==> src/include/low_rate_clock_timer_consts.vh <==
// Register map, field positions and timing constants of the low-rate clock timer.
`ifndef LOW_RATE_CLOCK_TIMER_CONSTS_VH
`define LOW_RATE_CLOCK_TIMER_CONSTS_VH

// Register indices as printed; byte address is four times the index.
`define REG_CONTROL_IDX     16'h5000
`define REG_COUNT_IDX       16'h5001
`define REG_MASK_IDX        16'h5002
`define REG_FLAGS_IDX       16'h5003

// Control register fields.
`define CTL_RUN_BIT         0
`define CTL_CLEAR_BIT       4

// Cause bit positions in mask and flag registers.
`define CAUSE_32HZ          3
`define CAUSE_8HZ           2
`define CAUSE_2HZ           1
`define CAUSE_1HZ           0
`define CAUSE_COUNT         4

// Counter taps that feed each cause.
`define TAP_32HZ            2
`define TAP_8HZ             4
`define TAP_2HZ             6
`define TAP_1HZ             7

// Reset values.
`define COUNT_RESET         8'h00
`define MASK_RESET          4'h0
`define FLAGS_RESET         4'h0

// Tick timing: 256 Hz from a 250 MHz clock.
`define CLOCK_HZ            250000000
`define TICK_HZ             256
`define TICK_DIV            (`CLOCK_HZ / `TICK_HZ)

`endif

==> src/rtl/low_rate_clock_timer.v <==
// Low-rate clock timer: 8-bit tick counter, cause flags and Avalon-MM register slave.
//
// Design decision made here: the Avalon-MM interface to the registers.

`include "low_rate_clock_timer_consts.vh"

module low_rate_clock_timer #(
  parameter TICK_DIV = `TICK_DIV
) (
  // Clock and reset.
  input  wire        clock,
  input  wire        rst,
  // Avalon-MM slave.
  input  wire [17:0] address,
  input  wire        read,
  input  wire        write,
  input  wire [31:0] writedata,
  input  wire [3:0]  byteenable,
  output reg  [31:0] readdata,
  output reg         waitrequest,
  output reg  [1:0]  response,
  // Request to the interrupt controller.
  output reg         irq_request
);

  // Divider state and tick pulse.
  reg  [31:0] div_q;
  reg         tick_q;
  // Timer state.
  reg  [7:0]  count_value_q;
  reg         run_req_q;
  reg         run_active_q;
  reg  [3:0]  mask_q;
  reg  [3:0]  flags_q;
  // Bus acceptance: answer one cycle after the request rises.
  reg         busy_q;

  wire        req      = (read | write) & ~busy_q;
  wire [15:0] reg_idx  = address[17:2];
  wire        addr_ok  = (address[1:0] == 2'h0);
  wire        hit_ctl  = addr_ok & (reg_idx == `REG_CONTROL_IDX);
  wire        hit_cnt  = addr_ok & (reg_idx == `REG_COUNT_IDX);
  wire        hit_msk  = addr_ok & (reg_idx == `REG_MASK_IDX);
  wire        hit_flg  = addr_ok & (reg_idx == `REG_FLAGS_IDX);
  wire        mapped   = hit_ctl | hit_cnt | hit_msk | hit_flg;
  wire        wr_lane0 = req & write & byteenable[0];
  wire        wr_ctl   = wr_lane0 & hit_ctl;
  wire        wr_msk   = wr_lane0 & hit_msk;
  wire        wr_flg   = wr_lane0 & hit_flg;
  wire        clear_cmd = wr_ctl & writedata[`CTL_CLEAR_BIT];

  // Next count and tap edges.
  wire [7:0]  count_next = count_value_q + 8'h01;
  wire        advance    = tick_q & run_active_q;
  wire [3:0]  tap_fall;

  // Divider of the system clock down to a 256 Hz one-cycle tick.
  always @(posedge clock or posedge rst)
  begin
    if (rst)
    begin
      div_q  <= 32'h00000000;
      tick_q <= 1'b0;
    end
    else if (div_q == TICK_DIV - 1)
    begin
      div_q  <= 32'h00000000;
      tick_q <= 1'b1;
    end
    else
    begin
      div_q  <= div_q + 32'h00000001;
      tick_q <= 1'b0;
    end
  end

  // Run request from software, and the run state that follows it at the next tick.
  always @(posedge clock or posedge rst)
  begin
    if (rst)
    begin
      run_req_q    <= 1'b0;
      run_active_q <= 1'b0;
    end
    else
    begin
      if (wr_ctl)
        run_req_q <= writedata[`CTL_RUN_BIT];
      if (tick_q)
        run_active_q <= run_req_q;
    end
  end

  // Counter: clear on command, otherwise advance on each tick while running.
  // A stopped counter is touched only by a clear, so it holds its value or zero.
  always @(posedge clock or posedge rst)
  begin
    if (rst)
      count_value_q <= `COUNT_RESET;
    else if (clear_cmd)
      count_value_q <= `COUNT_RESET;
    else if (advance)
      count_value_q <= count_next;
  end

  // Falling edge of each tap: bit is one now and zero after the advance.
  assign tap_fall[`CAUSE_32HZ] = count_value_q[`TAP_32HZ] & ~count_next[`TAP_32HZ];
  assign tap_fall[`CAUSE_8HZ]  = count_value_q[`TAP_8HZ]  & ~count_next[`TAP_8HZ];
  assign tap_fall[`CAUSE_2HZ]  = count_value_q[`TAP_2HZ]  & ~count_next[`TAP_2HZ];
  assign tap_fall[`CAUSE_1HZ]  = count_value_q[`TAP_1HZ]  & ~count_next[`TAP_1HZ];

  // Mask and cause flags; a new cause wins over a flag write-clear in the same cycle, but a counter clear command suppresses it.
  genvar i;
  generate
    for (i = 0; i < `CAUSE_COUNT; i = i + 1)
    begin : g_cause
      always @(posedge clock or posedge rst)
      begin
        if (rst)
        begin
          mask_q[i]  <= 1'b0;
          flags_q[i] <= 1'b0;
        end
        else
        begin
          if (wr_msk)
            mask_q[i] <= writedata[i];
          if (advance & ~clear_cmd & tap_fall[i])
            flags_q[i] <= 1'b1;
          else if (wr_flg & writedata[i])
            flags_q[i] <= 1'b0;
        end
      end
    end
  endgenerate

  // Shared request line toward the interrupt controller.
  always @(posedge clock or posedge rst)
  begin
    if (rst)
      irq_request <= 1'b0;
    else
      irq_request <= |(flags_q & mask_q);
  end

  // Bus answer: waitrequest drops in the cycle after the request is seen.
  always @(posedge clock or posedge rst)
  begin
    if (rst)
    begin
      busy_q      <= 1'b0;
      waitrequest <= 1'b1;
      readdata    <= 32'h00000000;
      response    <= 2'h0;
    end
    else if (req)
    begin
      busy_q      <= 1'b1;
      waitrequest <= 1'b0;
      response    <= mapped ? 2'h0 : 2'h3;
      readdata    <= 32'h00000000;
      if (read)
      begin
        if (hit_ctl)
          readdata[`CTL_RUN_BIT] <= run_req_q | run_active_q;
        if (hit_cnt)
          readdata[7:0] <= count_value_q;
        if (hit_msk)
          readdata[3:0] <= mask_q;
        if (hit_flg)
          readdata[3:0] <= flags_q;
      end
    end
    else
    begin
      busy_q      <= 1'b0;
      waitrequest <= 1'b1;
    end
  end

endmodule // low_rate_clock_timer

==> config.mk <==
export PLATFORM = sky130hd
export DESIGN_NAME = low_rate_clock_timer
export DESIGN_NICKNAME = d
export VERILOG_FILES = /design/src/rtl/low_rate_clock_timer.v
export VERILOG_INCLUDE_DIRS = /design/src /design/src/include
export SDC_FILE = /design/constraint.sdc
export NUM_CORES = 1
export LEC_CHECK = 0
export ABC_AREA = 1
export BUFFER_PORTS_ARGS = -buffer_cell sky130_fd_sc_hd__buf_2
export CAP_MARGIN = 25
export CORE_MARGIN = 2
export CORE_UTILIZATION = 24
export CTS_CLUSTER_SIZE = 14
export DETAILED_ROUTE_END_ITERATION = 12
export GPL_TIMING_DRIVEN = 1
export SYNTH_ARGS = -nofsm -noshare
export SYNTH_HDL_FRONTEND = slang
export SYNTH_SLANG_ARGS = --single-unit
==> constraint.sdc <==
create_clock -name clock -period 2.6 [get_ports clock]
set_input_delay 0.78 -clock clock [delete_from_list [all_inputs] [get_ports clock]]
set_output_delay 0.78 -clock clock [all_outputs]
set_load 0.01 [all_outputs]
==> metrics.md <==
| Metric | Value |
|---|---|
| Status | complete, no violations |
| Cell row count | 45 |
| DIE WIDTH | 130 µm |
| Peak VDD IR | 0.274 mV |
| DRT Wirelength | 8380 µm |
| CP endpoint kind | register |
| Initial antenna violation count | 0 |
| Post-Syn Area | 3800 µm² |
| Util after Layout | 0.290 |
| MaxCap Viol Count | 0 |
| # H-tree levels | 3 |
| Leak Pwr | 2.19 nW |
| Post-route clock skew | 4.89 ps |
| Pins Over Slew Limit | 0 |
| Drt wl/cell | 11.2 µm |
| Final period util | 0.723 |
| RSZ-0062 raised after global routing | false |
| Worst-Skew Late Latency | 340 ps |
| Dpl hpwl | 6440 µm |
| Setup bufs post-CTS | 0 |
| Synth area leader | dfrtp_1 |
| CP Launch Type | input port |
| Gr busiest metal | met2 |
| First-pass GRT wire length | 13700 µm |
| Top cells by area, synth | dfrtp_1, nand2_1, inv_1, nor2_1, buf_4 |
| Overall Global Routing Usage | 0.103 |
| Vias in the first global route | 2891 |
| R2r setup slk | 750 ps |
| Area Growth Syn to Fin | 16.9% |
| FF-to-FF Start | div_q[0]$_DFF_PP0_ |
| Layout Nets | 600 |
| M1 GR Usage | 0.137 |
| Vias | 3186 |
| Syn Inst Count | 487 |
| Initial Util | 0.248 |
| Antenna Cells | 0 |
| Sequential area share after synthesis | 0.416 |
| CTS Buffer Depth | 2 |
| Die ar. | 16800 µm² |
| Worst path required time | 2810 ps |
| Hold_buf cts | 0 |
| Routing usage on met3 | 0.0349 |
| Syn. warnings | 0 |
| Maximum number of pins on one net before global-route repair | 41 |
| Hold crit path type | in -> async |
| GR Overflow Total | 0 |
| Final Hold Fails | 0 |
| Kind of critical path | in -> reg |
| Worst rel slew slack | 0.664 |
| WP data arrival | 2090 ps |
| I/O Buffers | 39 |
| M2 GR Usage | 0.159 |
| Core Footprint | 15300 µm² |
| Distinct cells, synth | 36 |
| Routability cong. | 0.821 |
| DRC viols | 0 |
| Synth Register Bits | 63 |
| Period minus WS final | 1880 ps |
| Post-cts resize count | 0 |
| Area share of the largest cell type after synthesis | 0.409 |
| Total negative setup slack | 0 ps |
| Worst Setup SP | address[1] |
| Final setup violating endpoints | 0 |
| Vias per inst | 4.24 |
| IO Pins | 94 |
| Avg Synthesized Cell Area | 7.79 µm² |
| Die H | 130 µm |
| Root Buffer | clkbuf_16 |
| Slew @ Worst Pin | 504 ps |
| Crit-path max FO | 13 |
| Initial DRC Count | 250 |
| CTS sink count | 63 |
| Num CTS Buffers | 9 |
| PD cells | 498 nW/µm² |
| Routed Antenna Nets | 0 |
| First drt pass iteration count | 4 |
| Fraction of layout cells with a size suffix above 1 | 0.163 |
| Fmax | 532 MHz |
| Clock-pin slew on the worst setup and hold paths | 60 ps |
| CTS tree | built |
==> critical path, stage by stage <==
cell	delay, ps
buf_2	110
nor2_4	100
buf_4	180
inv_1	70
nor3_1	220
nand3_1	230
o31ai_1	320
nand2_1	80
==> metal layers <==
layer | share of wire | wire length, µm
met5 | 0 | 0
met1 | 0.48 | 4000
met3 | 0.072 | 599
met4 | 0.012 | 98
met2 | 0.44 | 3680
==> worst paths after layout <==
| kind | to | depth (start not counted) |
|---|---|---|
| min | div_q[22]$_DFF_PP0_ | 3 |
| max | flags_q[2]$_DFFE_PP0P_ | 8 |
| max reg2reg | div_q[30]$_DFF_PP0_ | 5 |
| max in group asynchronous | waitrequest$_DFF_PP1_ | 3 |
| min in group clock | readdata[1]$_DFFE_PP0N_ | 2 |
| min reg2reg | readdata[1]$_DFFE_PP0N_ | 2 |
==> flip-flops by register name, summed over array words and instances, names as in the netlist <==
signal and cells:
div_q 32, count_value_q 8, readdata 8, flags_q 4, mask_q 4, busy_q 1
irq_request 1, response 1, run_active_q 1, run_req_q 1, tick_q 1, waitrequest 1
==> layout make-up <==
cell class              instances  area, µm²
well taps                     211        264
inverters                      77        289
repair buffers                 43        225
clock buffers                   9        225
fillers                      1705      10900
flip-flops and latches         63       1580
multi-input cells             341       1810
clock inverters                 7       48.8
==> cells in the final DEF (no fill, tap or decap), types with 2 or more instances in the layout <==
cell	synthesis	final
clkinv_4	0	2
nor4_1	9	9
buf_2	3	39
clkinv_2	0	3
buf_4	25	4
clkbuf_16	0	9
conb_1	1	24
nor2_1	51	51
nor3_1	22	22
nand3_1	31	31
o21ai_0	15	15
nand2_1	96	96
xnor2_1	6	6
nand2_2	6	6
o31ai_1	3	3
inv_1	75	74
xor2_1	14	14
nor2_4	7	7
nor2_2	5	5
inv_2	1	2
a21oi_1	6	6
nand4_1	27	27
dfrtp_1	62	62
ha_1	7	7
==> cells in the mapped netlist <==
cell,n
nand2_1,96
inv_1,75
dfrtp_1,62
nor2_1,51
nand3_1,31
nand4_1,27
buf_4,25
nor3_1,22
o21ai_0,15
xor2_1,14
nor4_1,9
ha_1,7
nor2_4,7
a21oi_1,6
nand2_2,6
xnor2_1,6
nor2_2,5
buf_2,3
o31ai_1,3
a31oi_1,1
clkbuf_1,1
clkinv_1,1
conb_1,1
dfstp_2,1
inv_2,1
nand3_2,1
nand3_4,1
nand4_2,1
nor3_2,1
nor3_4,1
nor4_2,1
nor4_4,1
o2111ai_1,1
o211a_1,1
o21a_1,1
or2_2,1
==> cells by family after synthesis <==
family          count (synthesis)  share of synthesized area
buf+inv                       106                      0.131
compound gates                 28                     0.0422
other cells                     1                   0.000988
fa+ha+maj                       7                     0.0231
simple gates                  262                      0.341
xor+xnor                       20                     0.0461
flops                          63                      0.416
==> through the flow <==
| stage | area [µm²] | std cells | power, W | hold WS (ps) | setup slack, ps |
|---|---|---|---|---|---|
| 5_1_grt | 4440 | 751 | 0.00230 | 494 | 477 |
| 2_1_floorplan | 3880 | 510 | 0.00111 | 450 | 252 |
| 4_1_cts | 4440 | 751 | 0.00225 | 487 | 722 |
| 6_report | 4440 | 751 | 0.00221 | 479 | 719 |
| 3_3_place_gp | 4170 | 735 | 0.00113 | 467 | 440 |
| 3_5_place_dp | 4170 | 735 | 0.00113 | 471 | 412 |
==> where the power goes <==
part           switching [W]  total (W)  internal, W
clock               0.000454    0.00110     0.000645
sequential        0.00000300   0.000993     0.000990
combinational      0.0000855   0.000118    0.0000330
total               0.000543    0.00221      0.00167
Power figures use the tool's default switching activity.
